### src/hw/tpg_pkg.sv
`default_nettype none
package tpg_pkg;
    // register indices; byte address is four times the index
    localparam logic [7:0] IDX_SP_DAT = 8'h07;
    localparam logic [7:0] IDX_SC_DAT = 8'h08;
    localparam logic [7:0] IDX_ST_DAT = 8'h09;
    localparam logic [7:0] IDX_SP_DIR = 8'h87;
    localparam logic [7:0] IDX_SC_DIR = 8'h88;
    localparam logic [7:0] IDX_ST_CSR = 8'h89;
    localparam logic [7:0] IDX_ANALOG = 8'h9f;
    // control/status fields
    localparam int BIT_IN_FULL  = 7;
    localparam int BIT_OUT_FULL = 6;
    localparam int BIT_IN_OVF   = 5;
    localparam int BIT_MODE     = 4;
    // reset values
    localparam logic [7:0] RST_DIR     = 8'hff;
    localparam logic [2:0] RST_ST_DIR  = 3'h7;
    localparam logic [2:0] RST_ANALOG  = 3'h0;
    // analog select codes with both top bits set leave strobe pins digital
    localparam logic [1:0] AN_DIGITAL  = 2'h3;
    // shared pin functions
    localparam int FN_TMR_CLK  = 0;
    localparam int FN_CCP_TWO  = 1;
    localparam int FN_CCP_ONE  = 2;
    localparam int FN_SER_CLK  = 3;
    localparam int FN_SER_DIN  = 4;
    localparam int FN_SER_DOUT = 5;
    localparam int FN_UART_TX  = 6;
    localparam int FN_UART_RX  = 7;
    // strobe pins in slave mode
    localparam int ST_RD = 0;
    localparam int ST_WR = 1;
    localparam int ST_CS = 2;
    localparam logic [1:0] HTRANS_NONSEQ = 2'h2;

    typedef struct packed {
        logic [7:0] sel;
        logic [7:0] dout;
        logic [7:0] oe;
    } tpg_periph_t;

    typedef struct packed {
        logic [7:0]  sp_dat, sp_dir, sc_dat, sc_dir, sc_in;
        logic [2:0]  st_dat, st_dir, an_sel;
        logic        in_full, out_full, in_ovf, slv_mode;
        logic [7:0]  sp_s1, sp_s2, sc_s1, sc_s2;
        logic [2:0]  st_s1, st_s2;
        logic        wr_act, rd_act, wr_pend, hready, ttl;
        logic [7:0]  wr_idx;
        logic [31:0] hrdata;
        logic [7:0]  sp_out, sp_oe, sc_out, sc_oe;
        logic [2:0]  st_out, st_oe;
    } tpg_state_t;

    localparam tpg_state_t RST_STATE = '{sp_dir: RST_DIR, sc_dir: RST_DIR,
        st_dir: RST_ST_DIR, an_sel: RST_ANALOG, hready: 1'b1, default: '0};
endpackage
`default_nettype wire

### src/hw/tpg_top.sv
// What this block does
// - shared 8-bit port, each pin's direction set by its own bit
// - enabled peripheral overrides shared pin direction, to output or input
// - per-pin select picks port latch or peripheral output
// - peripheral output enable acts only while its select is active
// - shared bits 3,4,5 serve serial port; 6,7 serve the uart
// - shared bits 0,1,2 serve timer clock and capture units
// - second 8-bit port, Schmitt inputs, per-pin direction
// - slave mode turns second port into 8-bit microprocessor data port
// - Schmitt buffers in I/O mode, TTL while slave mode selected
// - variant without slave port omits second and third ports
// - third port of three pins, each with own direction bit
// - slave mode strobes: bit0 read, bit1 write, bit2 select, low active
// - strobe pin selected analog reads zero
// - direction bits still act in analog use; software keeps inputs
// - after reset strobe pins are analog and read zero
// - input full flag: set when word received, cleared by core read
// - output full flag: set on core write, clear once read
// - overflow set on write to unread buffer, sticky until cleared
// - mode bit selects slave mode, resets zero; bit 3 reads zero
// - low three status bits are strobe pin directions, reset to one
// - direction one floats the pin, zero drives the latch
// - data read returns pins, data write updates latch
// - outside slave mode full flags held clear, overflow stays
// - slave mode ignores second port direction register
//
// Added by the designer: the AHB-Lite register port.
`default_nettype none
module tpg_top #(
    parameter bit HAS_SLAVE_PORT = 1'b1
) (
    // clock and reset
    input  wire logic                 hclk,
    input  wire logic                 hresetn,
    // ahb-lite slave
    input  wire logic                 hsel,
    input  wire logic [31:0]          haddr,
    input  wire logic [1:0]           htrans,
    input  wire logic                 hwrite,
    input  wire logic [2:0]           hsize,
    input  wire logic [31:0]          hwdata,
    input  wire logic                 hready,
    output logic      [31:0]          hrdata,
    output logic                      hreadyout,
    output logic                      hresp,
    // shared port pins
    input  wire logic [7:0]           sp_pin_in,
    output logic      [7:0]           sp_pin_out,
    output logic      [7:0]           sp_pin_oe,
    // on-chip peripherals on the shared port
    input  wire tpg_pkg::tpg_periph_t periph_ctl,
    output logic      [7:0]           periph_pin_in,
    // slave-capable port pins
    input  wire logic [7:0]           sc_pin_in,
    output logic      [7:0]           sc_pin_out,
    output logic      [7:0]           sc_pin_oe,
    // strobe port pins
    input  wire logic [2:0]           st_pin_in,
    output logic      [2:0]           st_pin_out,
    output logic      [2:0]           st_pin_oe,
    // input buffer type of second and third ports, 1 = ttl
    output logic                      input_buffer_ttl
);
    tpg_pkg::tpg_state_t s;
    tpg_pkg::tpg_state_t nxt_s;

    // ------------------------------------------------
    // derived terms
    // ------------------------------------------------
    logic       slv_on;
    logic       st_digital;
    logic [2:0] st_read;
    logic       wr_now;
    logic       rd_now;
    logic       wr_done;
    logic       rd_start;
    logic       take;
    logic       take_rd;
    logic [7:0] idx;
    logic       hi_zero;
    logic       wr_ok;

    assign slv_on     = HAS_SLAVE_PORT && s.slv_mode;
    assign st_digital = (s.an_sel[2:1] == tpg_pkg::AN_DIGITAL);
    // analog pins read zero; reset leaves them analog
    assign st_read    = st_digital ? s.st_s2 : 3'h0;
    // strobes are synchronised and low active
    assign wr_now     = slv_on && !s.st_s2[tpg_pkg::ST_CS]
                               && !s.st_s2[tpg_pkg::ST_WR];
    assign rd_now     = slv_on && !s.st_s2[tpg_pkg::ST_CS]
                               && !s.st_s2[tpg_pkg::ST_RD];
    assign wr_done    = slv_on && s.wr_act && !wr_now;
    assign rd_start   = rd_now && !s.rd_act;
    assign take       = hsel && hready && (htrans == tpg_pkg::HTRANS_NONSEQ);
    assign take_rd    = take && !hwrite;
    assign idx        = haddr[9:2];
    assign hi_zero    = (haddr[31:10] == 22'h00_0000) && (haddr[1:0] == 2'h0);
    assign wr_ok      = s.wr_pend;

    // ------------------------------------------------
    // next state
    // ------------------------------------------------
    always_comb begin
        logic       slv_idx;
        logic       hit;
        logic       core_rd_in;
        logic       core_wr_out;
        logic [7:0] rdv;
        slv_idx     = 1'b0;
        hit         = 1'b0;
        core_rd_in  = 1'b0;
        core_wr_out = 1'b0;
        rdv         = 8'h00;
        nxt_s       = s;

        // two-stage synchronisers on every pin
        nxt_s.sp_s1 = sp_pin_in;
        nxt_s.sp_s2 = s.sp_s1;
        nxt_s.sc_s1 = sc_pin_in;
        nxt_s.sc_s2 = s.sc_s1;
        nxt_s.st_s1 = st_pin_in;
        nxt_s.st_s2 = s.st_s1;

        // external bus cycles
        nxt_s.wr_act = wr_now;
        nxt_s.rd_act = rd_now;
        // latch follows the pins while the write is open
        if (wr_now) begin
            nxt_s.sc_in = s.sc_s2;
        end

        // address phase: decode and read
        slv_idx = (idx == tpg_pkg::IDX_SC_DAT) || (idx == tpg_pkg::IDX_ST_DAT) ||
                  (idx == tpg_pkg::IDX_SC_DIR) || (idx == tpg_pkg::IDX_ST_CSR);
        hit = hi_zero && (!slv_idx || HAS_SLAVE_PORT);
        case (idx)
            tpg_pkg::IDX_SP_DAT: begin
                rdv = s.sp_s2;
            end
            tpg_pkg::IDX_SP_DIR: begin
                rdv = s.sp_dir;
            end
            tpg_pkg::IDX_SC_DAT: begin
                // slave mode reads the input latch
                rdv = slv_on ? s.sc_in : s.sc_s2;
            end
            tpg_pkg::IDX_SC_DIR: begin
                rdv = s.sc_dir;
            end
            tpg_pkg::IDX_ST_DAT: begin
                rdv = {5'h00, st_read};
            end
            tpg_pkg::IDX_ST_CSR: begin
                // bit 3 unimplemented, reads zero
                rdv = {s.in_full, s.out_full, s.in_ovf, s.slv_mode,
                       1'b0, s.st_dir};
            end
            tpg_pkg::IDX_ANALOG: begin
                rdv = {5'h00, s.an_sel};
            end
            default: begin
                rdv = 8'h00;
            end
        endcase
        if (take_rd) begin
            nxt_s.hrdata = hit ? {24'h00_0000, rdv} : 32'h0000_0000;
            core_rd_in   = hit && slv_on && (idx == tpg_pkg::IDX_SC_DAT);
        end
        nxt_s.wr_pend = take && hwrite && hit;
        if (take && hwrite) begin
            nxt_s.wr_idx = idx;
        end

        // data phase: write
        if (wr_ok) begin
            case (s.wr_idx)
                tpg_pkg::IDX_SP_DAT: begin
                    nxt_s.sp_dat = hwdata[7:0];
                end
                tpg_pkg::IDX_SP_DIR: begin
                    nxt_s.sp_dir = hwdata[7:0];
                end
                tpg_pkg::IDX_SC_DAT: begin
                    nxt_s.sc_dat = hwdata[7:0];
                    core_wr_out  = slv_on;
                end
                tpg_pkg::IDX_SC_DIR: begin
                    nxt_s.sc_dir = hwdata[7:0];
                end
                tpg_pkg::IDX_ST_DAT: begin
                    nxt_s.st_dat = hwdata[2:0];
                end
                tpg_pkg::IDX_ST_CSR: begin
                    nxt_s.in_ovf   = hwdata[tpg_pkg::BIT_IN_OVF];
                    nxt_s.slv_mode = hwdata[tpg_pkg::BIT_MODE];
                    nxt_s.st_dir   = hwdata[2:0];
                end
                tpg_pkg::IDX_ANALOG: begin
                    nxt_s.an_sel = hwdata[2:0];
                end
                default: begin
                end
            endcase
        end

        // status flags; hardware set wins over software clear
        if (core_rd_in) begin
            nxt_s.in_full = 1'b0;
        end
        if (wr_done) begin
            nxt_s.in_full = 1'b1;
            if (s.in_full) begin
                nxt_s.in_ovf = 1'b1;
            end
        end
        if (rd_start) begin
            nxt_s.out_full = 1'b0;
        end
        if (core_wr_out) begin
            nxt_s.out_full = 1'b1;
        end
        // overflow is left alone here
        if (!nxt_s.slv_mode || !HAS_SLAVE_PORT) begin
            nxt_s.in_full  = 1'b0;
            nxt_s.out_full = 1'b0;
        end

        // shared port: peripheral takes pin and direction when selected
        for (int i = 0; i < 8; i++) begin
            if (periph_ctl.sel[i]) begin
                nxt_s.sp_out[i] = periph_ctl.dout[i];
                nxt_s.sp_oe[i]  = periph_ctl.oe[i];
            end else begin
                nxt_s.sp_out[i] = s.sp_dat[i];
                nxt_s.sp_oe[i]  = !s.sp_dir[i];
            end
        end

        // slave-capable port: external bus owns direction in slave mode
        if (slv_on) begin
            nxt_s.sc_out = s.sc_dat;
            nxt_s.sc_oe  = rd_now ? 8'hff : 8'h00;
        end else begin
            nxt_s.sc_out = s.sc_dat;
            nxt_s.sc_oe  = ~s.sc_dir;
        end

        // strobe port: direction acts even while analog
        nxt_s.st_out = s.st_dat;
        nxt_s.st_oe  = ~s.st_dir;
        if (!HAS_SLAVE_PORT) begin
            nxt_s.sc_oe = 8'h00;
            nxt_s.st_oe = 3'h0;
        end
        nxt_s.ttl    = slv_on;
        nxt_s.hready = 1'b1;
    end

    // ------------------------------------------------
    // state register
    // ------------------------------------------------
    always_ff @(posedge hclk or negedge hresetn) begin
        if (!hresetn) begin
            s <= tpg_pkg::RST_STATE;
        end else begin
            s <= nxt_s;
        end
    end

    // ------------------------------------------------
    // outputs
    // ------------------------------------------------
    assign hrdata           = s.hrdata;
    assign hreadyout        = s.hready;
    assign hresp            = 1'b0;
    assign sp_pin_out       = s.sp_out;
    assign sp_pin_oe        = s.sp_oe;
    // serial, uart, timer and capture units see the pins here
    assign periph_pin_in    = s.sp_s2;
    assign sc_pin_out       = s.sc_out;
    assign sc_pin_oe        = s.sc_oe;
    assign st_pin_out       = s.st_out;
    assign st_pin_oe        = s.st_oe;
    assign input_buffer_ttl = s.ttl;

    logic csr_write;
    assign csr_write = wr_ok && (s.wr_idx == tpg_pkg::IDX_ST_CSR);
endmodule
`default_nettype wire

### config.mk
export PLATFORM = sky130hd
export DESIGN_NAME = tpg_top
export DESIGN_NICKNAME = d
export VERILOG_FILES = /design/src/hw/tpg_pkg.sv /design/src/hw/tpg_top.sv
export SDC_FILE = /design/constraint.sdc
export NUM_CORES = 1
export LEC_CHECK = 0
export BUFFER_PORTS_ARGS = -buffer_cell sky130_fd_sc_hd__buf_2
export CAP_MARGIN = 10
export CORE_MARGIN = 5
export CORE_UTILIZATION = 30
export DETAILED_ROUTE_END_ITERATION = 12
export PLACE_DENSITY = 0.63
export RECOVER_POWER = 100
export SLEW_MARGIN = 10
export SYNTH_ARGS = -nofsm -noshare
export SYNTH_HDL_FRONTEND = slang
export SYNTH_SLANG_ARGS = --single-unit
export TNS_END_PERCENT = 30
### constraint.sdc
create_clock -name hclk -period 5.5 [get_ports hclk]
set_input_delay 0 -clock hclk [delete_from_list [all_inputs] [get_ports hclk]]
set_output_delay 0 -clock hclk [all_outputs]
set_load 0.03 [all_outputs]
# == After elaboration in Yosys (flattened, before gate mapping) ==
# Cells that the tools add are included.
# word_totals
elab_cells,121
in_bits,117
register_bits,173
output_inout_bits,81
# op_classes
reduce_logical,37
bitwise_logic,2
muxes,34
eq_ne,18
# op_table
operator,n
$eq 8x8->1 const B,8
$pmux 8 s7,1
$eq 8x4->1 const B,4
$mux 8,4
$mux 1,25
$logic_not 22->1,1
$eq 8x3->1 const B,2
$logic_and 1x1->1,14
$logic_not 1->1,14
$reduce_and 2->1,7
$not 8->8,1
$mux 2,3
$ne 3x1->1 const B,2
$eq 2x2->1 const B,2
$mux 3,1
$not 3->3,1
$logic_not 2->1,1

# == Logic depth before layout (Yosys ltp) ==
# Gate-level depths: netlist of the first run.
# logic_depth
word_depth,8
depth_mapped,7
depth_no_buf,4

# == Least setup slack after synthesis of the first run ==
# No wires, ideal clock.
# synth_timing
path_type,reg-to-reg
startpoint,register s[75] (netlist bit)
endpoint,register s[166] (netlist bit)
setup_ns,0.125
period_less_slack_ns,2.010
n_path_buf,1
arrival_time_ns,1.886
t_required_ns,5.375
path_stages_with_launch,6
path_slack_ns,3.490
path_cell_list,dfrtp_1 > or3b_1 > buf_2 > or3_4 > nor3_4 > mux2_2
# synth_between
elab_chain_len,2
# synth_rtl
element,line,rtl
"start, declared",tpg_top.sv:64,tpg_pkg::tpg_state_t s;
"start signal, assigned",tpg_top.sv:264,s <= tpg_pkg::RST_STATE;
"start signal, assigned",tpg_top.sv:266,s <= nxt_s;
$eq 8x3->1,tpg_top.sv:176,case (s.wr_idx)
$reduce_and 2->1 (no line),-,
# No other way between the ends.
# A chain may end at the register's enable or synchronous reset.

# == Final worst setup path of the first run ==
# layout_timing
startpoint,register s[71] (netlist bit)
endpoint,register s[154] (netlist bit)
# layout_between
elab_chain_len,2
# layout_rtl
element,line
$eq 8x4->1,tpg_top.sv:176
$reduce_and 2->1 (no line),-
# No other way between the ends.

==> results.sh, run 1 <==
export IMPL_synth_cell_types=56
export IMPL_synth_edf_count=0
export IMPL_cts_sinks=149
export IMPL_cts_resized_gates=0
export IMPL_max_slew_margin=-0.6911
export IMPL_path_max_fanout=9
export IMPL_rr_worst_depth=3
export IMPL_ant_nets=0
export IMPL_hold_start="haddr[20]"
export IMPL_synthCells=480
export IMPL_critical_path_class="reg2reg"
export IMPL_nets=760
export IMPL_ios=198
export IMPL_core_area_um2=20820
export IMPL_drt_total_wl_um=14780
export IMPL_outcome="finished, violations left"
export IMPL_viasPerCell=4.382
export IMPL_switchingPower_mw=0.5859
export IMPL_power_internal_mw=2.019
export IMPL_rr_endpoint="s[154]"
export IMPL_vdd_drop_max_uv=211.4
export IMPL_routabilityCongestion=0.8265
export IMPL_synth_ff_type="dfrtp_1"
export IMPL_drtPass1Iterations=4
export IMPL_tightest_slew_ns=2.513
export IMPL_setup_viol=0
export IMPL_combPwrFrac=0.075
export IMPL_grt_max_degree=81
export IMPL_violations="max-capacitance violations, max-slew violations"
export IMPL_drive_gt1_frac=0.3034
export IMPL_fillers=2031
export IMPL_start_util=0.3024
export IMPL_port_buffers=144
export IMPL_maxClockFrequency_ghz=0.2881
export IMPL_post_cts_buffers=0
export IMPL_dieWidth_um=154.9
export IMPL_ys_ff_latch=149
export IMPL_postSynth_asyncResetShare=1.000
export IMPL_utilization=0.3835
export IMPL_hold_end="wr_ok"
export IMPL_place_inst=832
export IMPL_p_seq_frac=0.443
export IMPL_finalHoldViolations=0
export IMPL_grt_pass1_vias=4251
export IMPL_dieArea_um2=23990
export IMPL_yosysWarnings=0
export IMPL_p_per_area_nw_per_um2=326.2
export IMPL_cts_buffer_depth=2
export IMPL_clk_pin_slew_ns=0.06
export IMPL_rr_startpoint="s[71]"
export IMPL_dp_hpwl_um=10270
export IMPL_avgSynthCellArea_um2=13.12
export IMPL_cp_data_arrival_time_ns=3.77
export IMPL_grt_use_total=0.1274
export IMPL_die_h_um=154.9
export IMPL_p_clk_frac=0.482
export IMPL_cts_tree="built"
export IMPL_synth_area_um2=6297
export IMPL_slew_violations=30
export IMPL_crit_start="s[71]"
export IMPL_min_path_cells=5
export IMPL_gr_total_overflow=0
export IMPL_cp_start_kind="register"
export IMPL_grt_pass1_wl_um=23660
export IMPL_layout_min_cycle_time_ns=3.471
export IMPL_swShare=0.2249
export IMPL_fin_cells=932
export IMPL_yosys_top_cells_count="130 x dfrtp_1, 80 x buf_4, 67 x mux2_2"
export IMPL_antenna_found_initial=1
export IMPL_wire_per_inst_um=15.86
export IMPL_drcViolationCount=0
export IMPL_power_static_leakage_nw=3.548
export IMPL_required_ns=5.80
export IMPL_cp_end_kind="register"
export IMPL_min_path_type="in2reg"
export IMPL_ys_seq_area_frac=0.5959
export IMPL_fin_worst_skew_ns=0.01158
export IMPL_fin_tns_setup_ns=0
export IMPL_period_share=0.6311
export IMPL_cts_made_buffers=17
export IMPL_num_vias=4084
export IMPL_rows=53
export IMPL_drt_initial_drc_count=263
export IMPL_syn2layout_area_growth_pct=26.82
export IMPL_root_buffer="clkbuf_16"
export IMPL_clk_latency_ns=0.42
export IMPL_cap_violations=3
export IMPL_synth_most_common_cell="dfrtp_1"
export IMPL_yosys_area_top_type="dfrtp_1"
export IMPL_synth_top_cell_area_share=0.5166
export IMPL_htreeDepth=4
export IMPL_rsz0062_at_grt="no"
export IMPL_synth_area_leaders="dfrtp_1 52%, mux2_2 12%, buf_4 9.5%, dfstp_2 7.9%, o21ai_0 2.0%"
export IMPL_r2r_setup_slack_ns=2.03
==> registers in the layout (all words and copies together) (netlist names) <==
name	cells
hrdata	8
wr_ok	1
st_pin_oe	3
s	70
sp_pin_oe	8
input_buffer_ttl	1
st_pin_out	3
nxt_s	22
sc_pin_oe	8
sp_pin_out	8
periph_pin_in	8
sc_pin_out	8
slv_on	1
==> cell type report <==
| class | instances | area [um2] | share of cell area |
|---|---|---|---|
| diodes | 1 | 2.502 | 0.0003133 |
| well taps | 275 | 344.1 | 0.04308 |
| multi-input cells | 255 | 1882 | 0.2356 |
| repair buffers | 214 | 1346 | 0.1686 |
| clock buffers | 19 | 432.9 | 0.05421 |
| inverters | 6 | 22.52 | 0.002820 |
| flip-flops and latches | 149 | 3752 | 0.4698 |
| clock inverters | 13 | 203.9 | 0.02554 |
==> layer usage <==
| metal | GRT usage | vias to the layer above | part of all wire |
|---|---|---|---|
| met5 | 0 | - | 0.00074 |
| met2 | 0.1969 | 139 | 0.47 |
| met4 | 0.03532 | 2 | 0.0085 |
| met3 | 0.04312 | 9 | 0.067 |
| li1 | - | 1928 | - |
| met1 | 0.1717 | 2006 | 0.45 |
==> worst max-delay path, stage by stage, from the launching register on <==
cell and delay, ns:
dfrtp_1 0.40, or4b_1 0.58, nor4_1 1.91, mux2_2 0.46
==> power by group through the flow <==
stage                     Combinational (mW)  Sequential [mW]  Clock, mW
after floorplan                        0.117             1.17          0
after detailed placement               0.168             1.18          0
final                                  0.196             1.15       1.26
after global routing                   0.216             1.16       1.34
after CTS                              0.206             1.16       1.29
after global placement                 0.167             1.18          0
==> worst max path at each step <==
stage / cells after the start / end / slack, ns
floorplan: 5 / s[166] / 3.49
global placement: 4 / s[170] / 3.18
detailed placement: 4 / s[171] / 3.15
CTS: 4 / s[172] / 3.14
global route: 3 / s[154] / 1.87
finish: 3 / s[154] / 2.03
==> placed cells by master (no fill, tap or decap), types with 3 or more instances in the layout <==
cell	instances
a32oi_1	3
conb_1	26
mux2_1	3
o211ai_1	3
mux2_2	64
dlygate4sd3_1	67
a22o_1	4
clkbuf_1	59
or4_1	3
nand3_1	8
or3_1	3
mux2i_1	6
o21ai_0	25
a21o_1	3
clkinv_2	4
nor4_1	9
dfstp_2	12
bufinv_16	5
nor2_1	8
dfstp_1	7
buf_2	87
inv_1	6
clkbuf_16	17
nor3_1	5
a22oi_1	6
nand2_1	31
nand4_1	5
and4_1	3
dfrtp_1	130
and4b_1	4
==> repair_timing <==
action                     4_1_cts  5_1_grt
hold buffers                    67        0
setup endpoints to repair        0        0
hold endpoints to repair       163        0
==> metrics by stage <==
stage / setup slack, ns / power [mW] / hold WS [ns] / instance area (um2)
3_3_place_gp: 3.180 / 1.342 / 0.1048 / 6825
5_1_grt: 1.871 / 2.714 / -0.0005780 / 7984
6_report: 2.029 / 2.605 / 0.007888 / 7986
4_1_cts: 3.140 / 2.655 / 0.005716 / 8133
3_5_place_dp: 3.148 / 1.346 / 0.09986 / 6825
2_1_floorplan: 3.490 / 1.287 / -0.2956 / 6387
==> logic make-up (layout without fill, tap and decap cells) <==
| logic type | count (synthesis) | in the layout | share of synthesized area |
|---|---|---|---|
| muxes | 73 | 73 | 0.1293 |
| buffers and inverters | 100 | 252 | 0.1077 |
| AOI/OAI and AO/OA | 58 | 58 | 0.06358 |
| other | 2 | 27 | 0.001193 |
| DFF | 149 | 149 | 0.5959 |
| and+or+nand+nor | 98 | 98 | 0.1023 |
No activity file was read; power rests on OpenSTA's default activity.
==> inputs of run 2 (changes only) <==
ABC_AREA = 1   (was unset)
PLACE_DENSITY = 0.65   (was 0.63)
clock period = 3.19 ns   (was 5.5 ns; I/O delays follow)
==> run 2 against run 1 <==
The run now ends clean. First-iteration DRC count grew 27%. Cell count grew 17%. Clock power grew 60%. Sequential power grew 72%. Critical endpoint is now hrdata[5]. Highest routed layer unchanged.
==> results.sh, run 2 <==
export IMPL_outcome="finished, final reports clean"
export IMPL_cts_sinks=149
export IMPL_finalHoldViolations=0
export IMPL_layout_min_cycle_time_ns=2.010
export IMPL_fin_tns_setup_ns=0
export IMPL_hold_start="haddr[14]"
export IMPL_power_static_leakage_nw=3.889
export IMPL_required_ns=3.49
export IMPL_vdd_drop_max_uv=336.0
export IMPL_tightest_slew_ns=0.7952
export IMPL_drcViolationCount=0
export IMPL_synth_top_cell_area_share=0.5142
export IMPL_htreeDepth=4
export IMPL_viasPerCell=4.197
export IMPL_grt_use_total=0.1279
export IMPL_drt_initial_drc_count=333
export IMPL_fin_worst_skew_ns=0.01583
export IMPL_largest_register_ffs=70
export IMPL_grt_max_degree=88
export IMPL_num_vias=4562
export IMPL_syn2layout_area_growth_pct=25.16
export IMPL_drt_total_wl_um=15200
export IMPL_setup_viol=0
export IMPL_dieWidth_um=155.2
export IMPL_rsz0062_at_grt="no"
export IMPL_p_per_area_nw_per_um2=546.1
export IMPL_avgSynthCellArea_um2=9.931
export IMPL_cts_resized_gates=0
export IMPL_rows=53
export IMPL_path_max_fanout=19
export IMPL_crit_start="slv_on"
export IMPL_wire_per_inst_um=13.99
export IMPL_max_slew_margin=0.4699
export IMPL_drtPass1Iterations=5
export IMPL_cts_made_buffers=17
export IMPL_maxClockFrequency_ghz=0.4975
export IMPL_postSynth_asyncResetShare=1.000
export IMPL_yosysWarnings=0
export IMPL_synth_ff_type="dfrtp_1"
export IMPL_dp_hpwl_um=10820
export IMPL_nets=916
export IMPL_slowest_delay_ns=0.58
export IMPL_num_antenna_cells=0
export IMPL_fillers=2131
export IMPL_gr_total_overflow=0
export IMPL_core_area_um2=20890
export IMPL_period_share=0.6301
export IMPL_port_buffers=144
export IMPL_clk_latency_ns=0.42
export IMPL_grt_pass1_vias=4471
export IMPL_synth_most_common_cell="nand2_1"
export IMPL_yosys_area_top_type="dfrtp_1"
export IMPL_synth_cell_types=28
export IMPL_grt_pass1_wl_um=23930
export IMPL_critical_path_class="reg2reg"
export IMPL_drive_gt1_frac=0.1872
export IMPL_path_cells="clkbuf_1 > o21ai_0 > nand2_1 > nand3_1 > o21ai_0 > nand2_1"
export IMPL_cts_tree="built"
export IMPL_antenna_found_initial=1
export IMPL_crit_buf_inv=1
export IMPL_layout_common_cells="153 x nand2_1, 130 x dfrtp_1, 87 x buf_2, 80 x o21ai_0, 65 x dlygate4sd3_1"
export IMPL_root_buffer="clkbuf_16"
export IMPL_ys_seq_area_frac=0.5932
export IMPL_ys_ff_latch=149
export IMPL_synth_area_um2=6326
export IMPL_cp_end_kind="register"
export IMPL_die_h_um=155.2
export IMPL_cap_violations=0
export IMPL_clk_pin_slew_ns=0.06
export IMPL_cp_start_kind="register"
export IMPL_routabilityCongestion=0.8682
export IMPL_layout_commonest_cell="nand2_1"
export IMPL_min_path_type="in2reg"
export IMPL_synthCells=637
export IMPL_crit_family="buffers and inverters"
export IMPL_largest_register="s"
export IMPL_rr_startpoint="slv_on"
export IMPL_dieArea_um2=24090
export IMPL_ios=198
export IMPL_holdWs_ns=0.02017
export IMPL_cp_data_arrival_time_ns=2.31
export IMPL_synth_edf_count=0
export IMPL_synth_area_leaders="dfrtp_1 51%, buf_4 9.7%, nand2_1 8.8%, dfstp_2 7.9%, o21ai_0 3.8%"
export IMPL_slowest_stage="clkbuf_1"
export IMPL_ant_nets=0
export IMPL_cts_buffer_depth=2
export IMPL_start_util=0.3028
export IMPL_slew_violations=0
export IMPL_yosys_top_cells_count="148 x nand2_1, 130 x dfrtp_1, 82 x buf_4"
[run 2: cell types whose count changed after synthesis, sizes merged, moves of 9 or more]
cell,previous run,this run
nor2,8,42
nor4,9,0
inv,6,47
nand2,31,153
o21ai,25,85
nand3,8,44
mux2,67,8
[run 2: stage by stage]
| stage | total power [mW] | setup slack, ns | std cells | instance area (um2) | utilization |
|---|---|---|---|---|---|
| 5_1_grt | 4.516 | 0.9179 | 1087 | 7918 | 0.3790 |
| 4_1_cts | 4.394 | 1.529 | 1087 | 8074 | 0.3865 |
| 3_3_place_gp | 2.300 | 1.550 | 990 | 6828 | 0.3269 |
| 3_5_place_dp | 2.305 | 1.541 | 990 | 6828 | 0.3269 |
| 6_report | 4.324 | 1.180 | 1087 | 7918 | 0.3790 |
| 2_1_floorplan | 2.208 | 1.886 | 661 | 6416 | - |
[run 2: worst register-to-register path: stages (launching register included)]
cell and delay [ns]:
dfrtp_1 0.56, clkbuf_1 0.58, o21ai_0 0.24, nand2_1 0.11
nand3_1 0.09, o21ai_0 0.25, nand2_1 0.08
[run 2: what timing repair did]
| action | in CTS | in global routing |
|---|---|---|
| hold endpoints to repair | 141 | 0 |
| buffers inserted | 0 | 0 |
| hold buffers | 65 | 0 |
[run 2: final cells by class]
type / count / area (um2) / share of cell area
clock buffers: 17 / 425.4 / 0.05373
clock inverters: 15 / 170.2 / 0.02149
repair buffers: 211 / 1333 / 0.1683
flip-flops and latches: 149 / 3752 / 0.4739
multi-input cells: 373 / 1717 / 0.2168
inverters: 47 / 176.4 / 0.02228
well taps: 275 / 344.1 / 0.04346
[run 2: per-layer routing]
layer	global-route usage	part of all wire	wire length, um
met1	0.1629	0.42	6432
met3	0.03421	0.046	704
met4	0.03877	0.013	202
met5	0	0.00086	13
met2	0.2139	0.52	7849
[run 2: worst paths after layout]
check / cells past startpoint / slack, ns / to
worst max register to register: 6 / 1.18 / hrdata[5]
worst max-delay path: 6 / 1.18 / hrdata[5]
worst min-delay path: 6 / 0.02 / wr_ok
worst min register to register: 0 / 0.35 / s[93]
max in group asynchronous: 3 / 2.10 / s[128]
min in group asynchronous: 2 / 0.22 / s[172]
[run 2: logic make-up (layout without fill, tap and decap cells)]
kind of cell / after synthesis / in the layout / share of synthesized area
buffers and inverters: 139 / 290 / 0.1365
and+or+nand+nor: 250 / 250 / 0.1752
other: 2 / 26 / 0.001187
DFF: 149 / 149 / 0.5932
AOI/OAI and AO/OA: 89 / 89 / 0.07971
muxes: 8 / 8 / 0.01424
[run 2: power breakdown]
group          leakage, nW  internal, mW  switching [mW]
Combinational         1.91         0.131           0.208
Clock                0.293          1.17           0.832
Sequential            1.69          1.95          0.0317
